==> src/hdl/ias_pkg.sv <==
// Constants and register map for the incremental converter sequencer
// Behaviour
// - Result is 16-bit two's complement ratio
// - Full scale codes 8000 and 7fff
// - Out-of-range results clamp, never wrap
// - Below 16 bits: pad one, then zeros
// - High byte sign and upper bits, low rest
// - Request runs one conversion then idles
// - Continuous mode re-requests after each completion
// - Continuous results refresh at constant rate
// - Init, elementary conversions, termination, then average
// - Elementary count is two to exponent
// - Samples per elementary is eight shifted exponent
// - Elementary conversions alternate direct and crossed
// - Elementary conversion accumulates modulator output
// - Time is count times samples+1 plus overhead
// - Init at most five, termination four-five
// - Resolution six+2osr+count exponent, capped sixteen
// - Start bit begins conversion after settling
// - Busy rises after request, falls at result
// - Sample clock is peripheral clock over four
package ias_pkg;
  localparam int ADDR_W = 8;
  localparam int DATA_W = 32;
  localparam logic [ADDR_W-1:0] OFS_SETUP_ZERO = 8'h00;
  localparam logic [ADDR_W-1:0] OFS_RESULT_LOW = 8'h04;
  localparam logic [ADDR_W-1:0] OFS_RESULT_HIGH = 8'h08;
  localparam logic [ADDR_W-1:0] OFS_STATUS = 8'h0c;
  localparam int BIT_START = 7;
  localparam int POS_NEL = 5;
  localparam int POS_OSR = 2;
  localparam int BIT_CONT = 1;
  localparam int BIT_BUSY = 0;
  localparam int BIT_BAD_CFG = 1;
  localparam int OSR_W = 3;
  localparam int NEL_W = 2;
  localparam logic [OSR_W-1:0] OSR_RESET = 3'h0;
  localparam logic [NEL_W-1:0] NEL_RESET = 2'h0;
  localparam logic [15:0] RESULT_RESET = 16'h0000;
  localparam logic [15:0] CODE_NEG_FS = 16'h8000;
  localparam logic [15:0] CODE_POS_FS = 16'h7fff;
  localparam int SAMPLE_DIV = 4;
  localparam int SMAX_BASE_LOG = 3;
  localparam int RES_BASE = 6;
  localparam int RES_MAX = 16;
  localparam int N_INIT = 5;
  localparam int N_END = 4;
  localparam int SUM_W = 16;
  localparam int CNT_W = 11;
  typedef enum logic [1:0] {
    ST_IDLE = 2'b00,
    ST_INIT = 2'b01,
    ST_CONV = 2'b10,
    ST_TERM = 2'b11
  } ias_state_t;
endpackage : ias_pkg

==> src/hdl/ias_result_format.sv <==
// Averaging, saturation and left-aligned normalisation of the result word
`timescale 1ns/100ps
module ias_result_format
(
  input wire logic signed [ias_pkg::SUM_W-1:0] sumVal,
  input wire logic [ias_pkg::OSR_W-1:0] osrExp,
  input wire logic [ias_pkg::NEL_W-1:0] nelExp,
  output logic [15:0] code
);
  logic signed [31:0] scaled;
  logic [4:0] shiftAmt;
  logic [4:0] resBits;
  logic [15:0] satCode;

  always_comb
  begin
    // Average over all samples is a shift: full scale count maps to 2^15
    shiftAmt = 5'(12 - int'(osrExp) - int'(nelExp));
    scaled = 32'(sumVal) <<< shiftAmt;
    resBits = 5'(ias_pkg::RES_BASE + 2 * int'(osrExp) + int'(nelExp));
    if (resBits > 5'(ias_pkg::RES_MAX))
      resBits = 5'(ias_pkg::RES_MAX);
    if (scaled > 32'sd32767)
      satCode = ias_pkg::CODE_POS_FS;
    else if (scaled < -32'sd32768)
      satCode = ias_pkg::CODE_NEG_FS;
    else
      satCode = scaled[15:0];
    for (int i = 0; i < 16; i++)
    begin
      if (i > 15 - int'(resBits))
        code[i] = satCode[i];
      else if (i == 15 - int'(resBits))
        code[i] = 1'b1;
      else
        code[i] = 1'b0;
    end
  end
endmodule : ias_result_format

==> src/hdl/ias_sequencer.sv <==
// Incremental converter sequencer with APB register slave
`timescale 1ns/100ps
module ias_sequencer
(
  input wire logic clk_sys,
  input wire logic rst_n,
  input wire logic psel,
  input wire logic penable,
  input wire logic pwrite,
  input wire logic [ias_pkg::ADDR_W-1:0] paddr,
  input wire logic [ias_pkg::DATA_W-1:0] pwdata,
  output logic [ias_pkg::DATA_W-1:0] prdata,
  output logic pready,
  output logic pslverr,
  input wire logic modBit,
  output logic modRun,
  output logic modClear,
  output logic crossInputs,
  output logic busy
);
  localparam int CNT_W = ias_pkg::CNT_W;
  ias_pkg::ias_state_t state_ff;
  ias_pkg::ias_state_t nxt_state;
  logic [1:0] divCnt_ff;
  logic sampleTick;
  logic modSync1_ff;
  logic modSync2_ff;
  logic contBit_ff;
  logic [ias_pkg::OSR_W-1:0] osrCfg_ff;
  logic [ias_pkg::NEL_W-1:0] nelCfg_ff;
  logic [ias_pkg::OSR_W-1:0] osrRun_ff;
  logic [ias_pkg::NEL_W-1:0] nelRun_ff;
  logic pend_ff;
  logic [2:0] phaseCnt_ff;
  logic [ias_pkg::CNT_W-1:0] sampleCnt_ff;
  logic [3:0] elemCnt_ff;
  logic signed [ias_pkg::SUM_W-1:0] sum_ff;
  logic [15:0] result_ff;
  logic [15:0] fmtCode;
  logic [ias_pkg::DATA_W-1:0] rdData_ff;
  logic rdErr_ff;
  logic setupPhase;
  logic wrAccess;
  logic startWrite;
  logic finish;
  logic [ias_pkg::CNT_W-1:0] smaxRun;
  logic [3:0] numConvRun;
  logic lastSample;
  logic lastElem;
  logic badCfg;
  logic addrHit;

  assign setupPhase = psel && !penable;
  assign wrAccess = psel && penable && pwrite && !pslverr;
  assign startWrite = wrAccess && paddr == ias_pkg::OFS_SETUP_ZERO &&
                      pwdata[ias_pkg::BIT_START];
  assign addrHit = paddr == ias_pkg::OFS_SETUP_ZERO || paddr == ias_pkg::OFS_RESULT_LOW ||
                   paddr == ias_pkg::OFS_RESULT_HIGH || paddr == ias_pkg::OFS_STATUS;
  // Zero-wait slave: read data was captured in the setup cycle
  assign pready = psel && penable;
  assign pslverr = psel && penable && rdErr_ff;
  assign prdata = rdData_ff;
  assign badCfg = osrCfg_ff == 3'h7 && nelCfg_ff == 2'h3;

  assign smaxRun = CNT_W'(11'h008 << osrRun_ff);
  assign numConvRun = 4'(4'h1 << nelRun_ff);
  assign lastSample = sampleCnt_ff == smaxRun;
  assign lastElem = elemCnt_ff == numConvRun - 4'h1;
  assign finish = sampleTick && state_ff == ias_pkg::ST_TERM &&
                  phaseCnt_ff == 3'(ias_pkg::N_END - 1);
  assign busy = state_ff != ias_pkg::ST_IDLE;
  assign modRun = state_ff == ias_pkg::ST_CONV && !lastSample;
  assign modClear = state_ff == ias_pkg::ST_INIT;

  // Sample clock enable: one tick every fourth peripheral clock
  always_ff @(posedge clk_sys)
  begin
    if (!rst_n)
      divCnt_ff <= 2'h0;
    else
      divCnt_ff <= divCnt_ff + 2'h1;
  end
  assign sampleTick = divCnt_ff == 2'(ias_pkg::SAMPLE_DIV - 1);

  // The comparator bit comes from the analog side, so it is synchronised
  always_ff @(posedge clk_sys)
  begin
    if (!rst_n)
    begin
      modSync1_ff <= 1'b0;
      modSync2_ff <= 1'b0;
    end
    else
    begin
      modSync1_ff <= modBit;
      modSync2_ff <= modSync1_ff;
    end
  end

  // Configuration register
  always_ff @(posedge clk_sys)
  begin
    if (!rst_n)
    begin
      contBit_ff <= 1'b0;
      osrCfg_ff <= ias_pkg::OSR_RESET;
      nelCfg_ff <= ias_pkg::NEL_RESET;
    end
    else if (wrAccess && paddr == ias_pkg::OFS_SETUP_ZERO)
    begin
      contBit_ff <= pwdata[ias_pkg::BIT_CONT];
      osrCfg_ff <= pwdata[ias_pkg::POS_OSR +: ias_pkg::OSR_W];
      nelCfg_ff <= pwdata[ias_pkg::POS_NEL +: ias_pkg::NEL_W];
    end
  end

  // Read data is captured during the setup cycle
  always_ff @(posedge clk_sys)
  begin
    if (!rst_n)
    begin
      rdData_ff <= '0;
      rdErr_ff <= 1'b0;
    end
    else if (setupPhase)
    begin
      rdErr_ff <= !addrHit;
      rdData_ff <= '0;
      unique case (paddr)
        ias_pkg::OFS_SETUP_ZERO:
        begin
          rdData_ff[ias_pkg::POS_NEL +: ias_pkg::NEL_W] <= nelCfg_ff;
          rdData_ff[ias_pkg::POS_OSR +: ias_pkg::OSR_W] <= osrCfg_ff;
          rdData_ff[ias_pkg::BIT_CONT] <= contBit_ff;
        end
        ias_pkg::OFS_RESULT_LOW: rdData_ff[7:0] <= result_ff[7:0];
        ias_pkg::OFS_RESULT_HIGH: rdData_ff[7:0] <= result_ff[15:8];
        ias_pkg::OFS_STATUS:
        begin
          rdData_ff[ias_pkg::BIT_BUSY] <= busy;
          rdData_ff[ias_pkg::BIT_BAD_CFG] <= badCfg;
        end
        default: rdData_ff <= '0;
      endcase
    end
  end

  // Pending request: set by software or by continuous mode, taken at the next tick
  always_ff @(posedge clk_sys)
  begin
    if (!rst_n)
      pend_ff <= 1'b0;
    else if (finish && contBit_ff)
      pend_ff <= 1'b1;
    else if (startWrite && !busy)
      pend_ff <= 1'b1;
    else if (sampleTick && state_ff == ias_pkg::ST_IDLE)
      pend_ff <= 1'b0;
  end

  always_comb
  begin
    nxt_state = state_ff;
    unique case (state_ff)
      ias_pkg::ST_IDLE: if (pend_ff) nxt_state = ias_pkg::ST_INIT;
      ias_pkg::ST_INIT:
        if (phaseCnt_ff == 3'(ias_pkg::N_INIT - 1)) nxt_state = ias_pkg::ST_CONV;
      ias_pkg::ST_CONV: if (lastSample && lastElem) nxt_state = ias_pkg::ST_TERM;
      ias_pkg::ST_TERM:
        if (phaseCnt_ff == 3'(ias_pkg::N_END - 1)) nxt_state = ias_pkg::ST_IDLE;
    endcase
  end

  always_ff @(posedge clk_sys)
  begin
    if (!rst_n)
      state_ff <= ias_pkg::ST_IDLE;
    else if (sampleTick)
      state_ff <= nxt_state;
  end

  // Phase and sample counters; config is frozen for the whole conversion
  always_ff @(posedge clk_sys)
  begin
    if (!rst_n)
    begin
      phaseCnt_ff <= 3'h0;
      sampleCnt_ff <= '0;
      elemCnt_ff <= 4'h0;
      osrRun_ff <= ias_pkg::OSR_RESET;
      nelRun_ff <= ias_pkg::NEL_RESET;
    end
    else if (sampleTick)
    begin
      if (nxt_state != state_ff)
        phaseCnt_ff <= 3'h0;
      else
        phaseCnt_ff <= phaseCnt_ff + 3'h1;
      if (state_ff == ias_pkg::ST_IDLE)
      begin
        osrRun_ff <= osrCfg_ff;
        nelRun_ff <= nelCfg_ff;
        elemCnt_ff <= 4'h0;
        sampleCnt_ff <= '0;
      end
      else if (state_ff == ias_pkg::ST_CONV)
      begin
        // One extra period after smax samples closes each elementary conversion
        if (lastSample)
        begin
          sampleCnt_ff <= '0;
          elemCnt_ff <= elemCnt_ff + 4'h1;
        end
        else
          sampleCnt_ff <= sampleCnt_ff + CNT_W'(1);
      end
    end
  end
  assign crossInputs = elemCnt_ff[0];

  // Crossed conversions see the input inverted, so their bits count negatively
  always_ff @(posedge clk_sys)
  begin
    if (!rst_n)
      sum_ff <= '0;
    else if (sampleTick && state_ff == ias_pkg::ST_INIT)
      sum_ff <= '0;
    else if (sampleTick && modRun)
    begin
      if (modSync2_ff ^ crossInputs)
        sum_ff <= sum_ff + 16'sd1;
      else
        sum_ff <= sum_ff - 16'sd1;
    end
  end

  ias_result_format u_format
  (
    .sumVal(sum_ff),
    .osrExp(osrRun_ff),
    .nelExp(nelRun_ff),
    .code(fmtCode)
  );

  // Both bytes change together, but two byte reads can straddle a completion and mix two results
  always_ff @(posedge clk_sys)
  begin
    if (!rst_n)
      result_ff <= ias_pkg::RESULT_RESET;
    else if (finish)
      result_ff <= fmtCode;
  end

  // Helper values for the checks below
  logic [4:0] chkRes;
  logic signed [ias_pkg::SUM_W-1:0] chkTotal;
  assign chkRes = (5'(ias_pkg::RES_BASE + 2 * int'(osrRun_ff) + int'(nelRun_ff)) > 5'd16) ?
                  5'd16 : 5'(ias_pkg::RES_BASE + 2 * int'(osrRun_ff) + int'(nelRun_ff));
  assign chkTotal = ias_pkg::SUM_W'(smaxRun) * ias_pkg::SUM_W'(numConvRun);

  property p_tick_div;
    @(posedge clk_sys) disable iff (!rst_n)
    sampleTick |=> !sampleTick [*3] ##1 sampleTick;
  endproperty
  a_tick_div: assert property (p_tick_div) else $error("sample tick not every 4 clocks");

  property p_init_len;
    @(posedge clk_sys) disable iff (!rst_n)
    $rose(modClear) |-> modClear [*8] ##12 modClear ##1 !modClear;
  endproperty
  a_init_len: assert property (p_init_len) else $error("init phase not 5 periods");

  property p_hold;
    @(posedge clk_sys) disable iff (!rst_n)
    !finish |=> $stable(result_ff);
  endproperty
  a_hold: assert property (p_hold) else $error("result changed outside completion");

  property p_ignore;
    @(posedge clk_sys) disable iff (!rst_n)
    busy && startWrite && !(finish && contBit_ff) |=> !pend_ff;
  endproperty
  a_ignore: assert property (p_ignore) else $error("request taken while busy");

  property p_cont;
    @(posedge clk_sys) disable iff (!rst_n)
    finish && contBit_ff |=> !busy ##[1:8] modClear;
  endproperty
  a_cont: assert property (p_cont) else $error("continuous mode did not restart");

  property p_busy_rise;
    @(posedge clk_sys) disable iff (!rst_n)
    startWrite && !busy |-> ##[1:8] busy;
  endproperty
  a_busy_rise: assert property (p_busy_rise) else $error("busy did not rise");

  property p_alt;
    @(posedge clk_sys) disable iff (!rst_n)
    $changed(elemCnt_ff) && state_ff == ias_pkg::ST_CONV |-> crossInputs != $past(crossInputs);
  endproperty
  a_alt: assert property (p_alt) else $error("polarity did not alternate");

  property p_sign;
    @(posedge clk_sys) disable iff (!rst_n)
    finish |=> result_ff[15] == $past(sum_ff[ias_pkg::SUM_W-1]);
  endproperty
  a_sign: assert property (p_sign) else $error("result sign wrapped");

  property p_neg_fs;
    @(posedge clk_sys) disable iff (!rst_n)
    finish && sum_ff == -chkTotal |=> (result_ff >> (16 - $past(chkRes))) ==
      (ias_pkg::CODE_NEG_FS >> (16 - $past(chkRes)));
  endproperty
  a_neg_fs: assert property (p_neg_fs) else $error("negative full scale wrong");

  property p_pad;
    @(posedge clk_sys) disable iff (!rst_n)
    finish && chkRes < 5'd16 |=> result_ff[15 - $past(chkRes)] &&
      ((result_ff & ((16'h0001 << (15 - $past(chkRes))) - 16'h0001)) == 16'h0000);
  endproperty
  a_pad: assert property (p_pad) else $error("normalisation padding wrong");

  property p_stay_idle;
    @(posedge clk_sys) disable iff (!rst_n)
    !busy && !pend_ff |=> !busy;
  endproperty
  a_stay_idle: assert property (p_stay_idle) else $error("conversion began without request");

  c_one_shot: cover property (@(posedge clk_sys) disable iff (!rst_n)
    finish && !contBit_ff);
  c_cont: cover property (@(posedge clk_sys) disable iff (!rst_n)
    finish && contBit_ff);
  c_pos_fs: cover property (@(posedge clk_sys) disable iff (!rst_n)
    finish && fmtCode == ias_pkg::CODE_POS_FS);
  c_multi_elem: cover property (@(posedge clk_sys) disable iff (!rst_n)
    finish && nelRun_ff != 2'h0);
endmodule : ias_sequencer

==> config.mk <==
export PLATFORM = sky130hd
export DESIGN_NAME = ias_sequencer
export DESIGN_NICKNAME = d
export VERILOG_FILES = /design/src/hdl/ias_pkg.sv /design/src/hdl/ias_result_format.sv /design/src/hdl/ias_sequencer.sv
export SDC_FILE = /design/constraint.sdc
export NUM_CORES = 1
export LEC_CHECK = 0
export BUFFER_PORTS_ARGS = -buffer_cell sky130_fd_sc_hd__buf_2
export CAP_MARGIN = 25
export CORE_ASPECT_RATIO = 1.5
export CORE_MARGIN = 2
export CORE_UTILIZATION = 40
export CTS_CLUSTER_SIZE = 8
export DETAILED_ROUTE_END_ITERATION = 12
export PLACE_DENSITY_LB_ADDON = 0.12
export SYNTH_ARGS = -nofsm -noshare
export SYNTH_HDL_FRONTEND = slang
export SYNTH_SLANG_ARGS = --single-unit
==> constraint.sdc <==
create_clock -name clk_sys -period 3.62 [get_ports clk_sys]
set_clock_uncertainty 0.2 [all_clocks]
set_input_delay 0.724 -clock clk_sys [delete_from_list [all_inputs] [get_ports clk_sys]]
set_output_delay 0.724 -clock clk_sys [all_outputs]
set_load 0.005 [all_outputs]
# Yosys cells after proc, flatten, opt, wreduce, memory -nomap -nowiden
# Cells that the tools add are included.
# totals
reg_bits	77
word_cells	173
# op_classes
add_sub_neg	12
order_cmp	19
eq_ne	29
shift	3
muxes	55
bitwise	2
n_reduce_logical	36
# op_table
cell	n
equality test 5 x 32 -> 1 bit, first input constant	8
> comparator 5 x 32 -> 1 bit, first input constant	8
equality test 4 x 32 -> 1 bit, first input constant	4
> comparator 4 x 32 -> 1 bit, first input constant	4
equality test 3 x 32 -> 1 bit, first input constant	2
> comparator 3 x 32 -> 1 bit, first input constant	2
two-way mux 16 bit	3
two-way mux 1 bit	35
two-way mux 11 bit	3
equality test 2 x 32 -> 1 bit, first input constant	1
> comparator 1 x 32 -> 1 bit, first input constant	1
> comparator 2 x 32 -> 1 bit, first input constant	1
> comparator 32 x 16 -> 1 bit, second input constant	1
logical NOT 32 bit	1
less-than comparator 32 x 16 -> 1 bit, second input constant	1
<<< shifter 16 x 5 -> 32 bit	1
logical AND 1 bit	17
adder 16 x 2 -> 16 bit, second input constant	1
equality test 8 x 4 -> 1 bit, second input constant	2
subtractor 16 x 2 -> 16 bit, second input constant	1
case mux 5 bit (3 select lines)	1
two-way mux 4 bit	3
adder 11 x 1 -> 11 bit, second input constant	1
equality test 11 bit	1
other kinds (37)	53

# Logic depth before layout (Yosys ltp)
# depth
ltp_word	9
depth_mapped	16
depth_no_buf	12

# Modules after synthesis
# A second synthesis with hierarchy kept.
# unflattened
cells_unflattened	830
area_unflattened_um2	6438.7
# by_module_without_submodules
mod	n_inst	cells_per_inst	area_each_um2	seq_area_each_um2
ias_sequencer	1	534	4362.9	1541.5
ias_result_format	1	296	2075.7	0.0

# Worst setup path before layout
# OpenSTA, ideal clock, no wires.
# synth_timing
kind	reg-to-reg
startpoint	register nelRun_ff[0] in the netlist's numbering
endpoint	register result_ff[8]
setup_ns	0.087
arrival_ns	3.311
t_required_ns	3.333
setup_slack_ns	0.021
stages_incl_launch_ff	16
n_path_buf	4
period_less_slack_ns	3.599
cell_sequence	dfxtp_1 > clkbuf_1 > inv_1 > ha_1 > nand2b_1 > fa_1 > buf_2 > inv_1 > clkbuf_1 > mux4_2 > a211oi_1 > a22oi_1 > o31ai_4 > buf_6 > a211oi_1 > o31ai_1
# synth_via
elab_chain_len	7
elab_cells_between_ends	14
# synth_rtl
item	line_no	text
from (decl)	ias_sequencer.sv:32	logic [ias_pkg::NEL_W-1:0] nelRun_ff;
from (signal assigned)	ias_sequencer.sv:191	nelRun_ff <= ias_pkg::NEL_RESET;
from (signal assigned)	ias_sequencer.sv:202	nelRun_ff <= nelCfg_ff;
parallel branches: the longest is 6 deep, another holds > comparator 5 x 32 -> 1 bit	--	
two-way mux 1 bit (*)	ias_result_format.sv:31	if (i > 15 - int'(resBits))
to (signal assigned)	ias_sequencer.sv:249	result_ff <= ias_pkg::RESULT_RESET;
to (signal assigned)	ias_sequencer.sv:251	result_ff <= fmtCode;
to (decl)	ias_sequencer.sv:38	logic [15:0] result_ff;
# Every way passes the cells marked *.
# A chain may end at the register's enable or synchronous reset.

# Worst setup path in the final report
# layout_timing
startpoint	register osrRun_ff[1] in the netlist's numbering
endpoint	register result_ff[7]
# layout_via
elab_chain_len	8
elab_cells_between_ends	16
# layout_rtl
item	line_no	text
from (decl)	ias_sequencer.sv:31	logic [ias_pkg::OSR_W-1:0] osrRun_ff;
from (signal assigned)	ias_sequencer.sv:190	osrRun_ff <= ias_pkg::OSR_RESET;
from (signal assigned)	ias_sequencer.sv:201	osrRun_ff <= osrCfg_ff;
parallel branches: the longest is 7 deep, another holds > comparator 4 x 32 -> 1 bit	--	
two-way mux 1 bit (*)	ias_result_format.sv:31	
# Marked as above.

==> out/metrics.csv <==
metric,value,unit
core_area,14500,µm²
worst_pin_slew,0.876,ns
vias,5451,
period_share,95.8,%
syn_to_final_growth,12.7,%
num_io_pins,84,
grt_overflow_total,0,
rsz0062_at_grt,false,
tns,0,ns
p_clk_share,46.6,%
die_w,103,µm
numCtsBuffers,9,
portBuffers,34,
synth-edff-count,0,
cap_violations,0,
hpwl,12600,µm
switching_share,23.8,%
num_rows,54,
cp_slowest_cell,fa_1,
postCtsSetupBuffers,0,
pwr-share-seq,47.6,%
ys.flop_type,dfxtp_1,
ys_ff_latch,77,
switchingPower,0.430,mW
vias_per_cell,5.51,
hold_violations,0,
slew_headroom,41.2,%
synth.avg_cell_area,7.89,µm²
drive_gt1_share,14.5,%
grt_pass1_wl,26100,µm
finalMaxSlewViolations,0,
outcome,"complete, no violations",
pre_cts_ws,0.0909,ns
first_pass_iters,4,
drt_first_iter_violations,241,
startpoint_type,flip-flop,
multiInputGateArea,4020,µm²
p_comb_share,5.8,%
wirelength,16100,µm
critPathKind,flip-flop to flip-flop,
post-route-cell-area,6660,µm²
hold_ws,0.224,ns
setup_violations,0,
final_nets,865,
p_int,1.37,mW
setup_ws,0.154,ns
synth_cell_type_count,72,
cts-root-buf,clkbuf_16,
cp_slowest_stage_delay,0.52,ns
power_density,271,nW/µm²
antenna_cells,0,
r2r_slack,0.15,ns
crit_chain,ha_1 -> nand2b_1 -> fa_1 -> inv_4 -> mux4_2 -> a22oi_1 -> o31ai_4 -> buf_4 -> a311oi_1 -> o31ai_1,
timing.fmax,0.289,GHz
placedInstanceArea,6340,µm²
ctsHoldBuffers,0,
yosysSeqAreaShare,26.1,%
grt_pass1_vias,5272,
netlist_area,5910,µm²
tritoncts,yes,
chipHeight,153,µm
nFillCells,1457,
min_path_type,flip-flop to flip-flop,
clk_pin_slew_worst_paths,0.06,ns
required,3.63,ns
grt_max_degree,30,
ir_drop,216,µV
htreeDepth,3,
fin_util,45.8,%
regArea,1540,µm²
place_congestion,0.840,
cts_sinks,77,
crit_path_end_kind,flip-flop,
finalCriticalPeriod,3.47,ns
cts_buffer_depth,2,
antenna_found_initial,0,
dieArea,15800,µm²
drc,0,
p_leak,2.56,nW
arrival,3.48,ns
grt_usage,20.6,%
clk_latency,0.33,ns
avgRoutedWirePerCell,16.3,µm
ant_nets,0,
critical_path.max_fanout,14,
ys_warn_count,0,
syn_inst,749,
initial_core_util,40.7,%
async_reset_ff_share,0,%
[flip-flops by register name, summed over array words and instances (netlist names), 2 cells and up]
signal	cells
nelRun_ff	2
state_ff	2
sampleCnt_ff	11
osrRun_ff	3
phaseCnt_ff	3
divCnt_ff	2
sum_ff	16
nelCfg_ff	2
result_ff	16
osrCfg_ff	3
prdata	8
elemCnt_ff	4
[area by class of cell]
cell class                      count  share of cell area, %
Timing Repair Buffer               74                   7.31
Sequential cell                    77                   23.1
Clock inverter                      5                  0.526
Inverter                           25                   1.45
Tap cell                          196                   3.68
Clock buffer                       10                   3.59
Multi-Input combinational cell    603                   60.3
[repair_timing]
action,CTS,global route
resized for setup,0,9
setup endpoints to repair,0,13
endpoints found under the hold margin,0,0
[routing by layer]
layer / global-route usage [%] / up-vias / share of wire [%]
li1: - / 2738 / -
met1: 24.0 / 2559 / 41
met2: 36.6 / 124 / 52
met3: 2.93 / 30 / 2.9
met4: 8.96 / 0 / 3.8
met5: 0 / - / 0
[cell usage after synthesis (all sizes together) (6+ instances only)]
cell type	number	area (µm²)
a211oi	15	113
a21boi	12	90.1
a21oi	40	204
a22oi	12	90.1
a31oi	10	62.6
and2	9	56.3
buf	35	260
clkbuf	32	120
dfxtp	77	1540
ha	26	325
inv	24	90.1
mux2i	40	400
mux4	6	143
nand2	68	255
nand2b	13	81.3
nand3	27	135
nor2	76	288
nor2b	31	194
nor3	13	65.1
o211ai	8	60.1
o21ai	49	245
o31ai	10	88.8
xnor2	19	174
xor2	10	87.6
[logic make-up after synthesis]
family	Yosys count	synth area share [%]
AOI/OAI and AO/OA	202	22.9
xor gates and xnor gates	29	4.43
adders and majority gates	29	6.52
buffers and inverters	92	8.02
DFF	77	26.1
muxes	51	10.1
other	1	0.0635
and+or+nand+nor	268	21.8
[critical path, delay by kind of cell (launching register included)]
family,cells,cell delay (ns)
adders and majority gates,2,0.90
buffers and inverters,2,0.35
AOI/OAI and AO/OA,4,0.87
DFF,1,0.31
and+or+nand+nor,1,0.19
muxes,1,0.52
[layout by cell type, fill, tap and decap left out, drive strengths merged, types with 8 or more instances in the layout]
| master | instances |
|---|---|
| nor3 | 13 |
| nor2 | 76 |
| dfxtp | 77 |
| and2 | 9 |
| inv | 25 |
| buf | 74 |
| clkbuf | 10 |
| xor2 | 10 |
| a21oi | 40 |
| o31ai | 10 |
| nand2 | 68 |
| o211ai | 8 |
| mux2i | 40 |
| a22oi | 12 |
| a21boi | 12 |
| nand2b | 13 |
| xnor2 | 19 |
| nor2b | 31 |
| nand3 | 27 |
| a211oi | 15 |
| o21ai | 49 |
| a31oi | 10 |
| ha | 26 |
| conb | 24 |
[per-stage QoR]
stage	std cells	power [mW]
6_report	990	1.80
5_1_grt	990	1.88
4_1_cts	990	1.83
3_5_place_dp	975	0.981
3_3_place_gp	975	0.979
2_1_floorplan	772	0.968
[power by group through the flow]
stage | Combinational [mW] | Sequential [mW] | Clock, mW
3_5_place_dp | 0.104 | 0.877 | 0
5_1_grt | 0.119 | 0.859 | 0.904
2_1_floorplan | 0.0931 | 0.875 | 0
4_1_cts | 0.105 | 0.858 | 0.864
3_3_place_gp | 0.102 | 0.877 | 0
6_report | 0.104 | 0.858 | 0.842
[worst paths after layout]
path	startpoint	to	depth (start not counted)
hold reg to reg	divCnt_ff[0]	divCnt_ff[0]	1
hold / removal	divCnt_ff[0]	divCnt_ff[0]	1
setup / recovery	osrRun_ff[1]	result_ff[7]	10
setup reg to reg	osrRun_ff[1]	result_ff[7]	10
(Power assumes the default switching activity.)
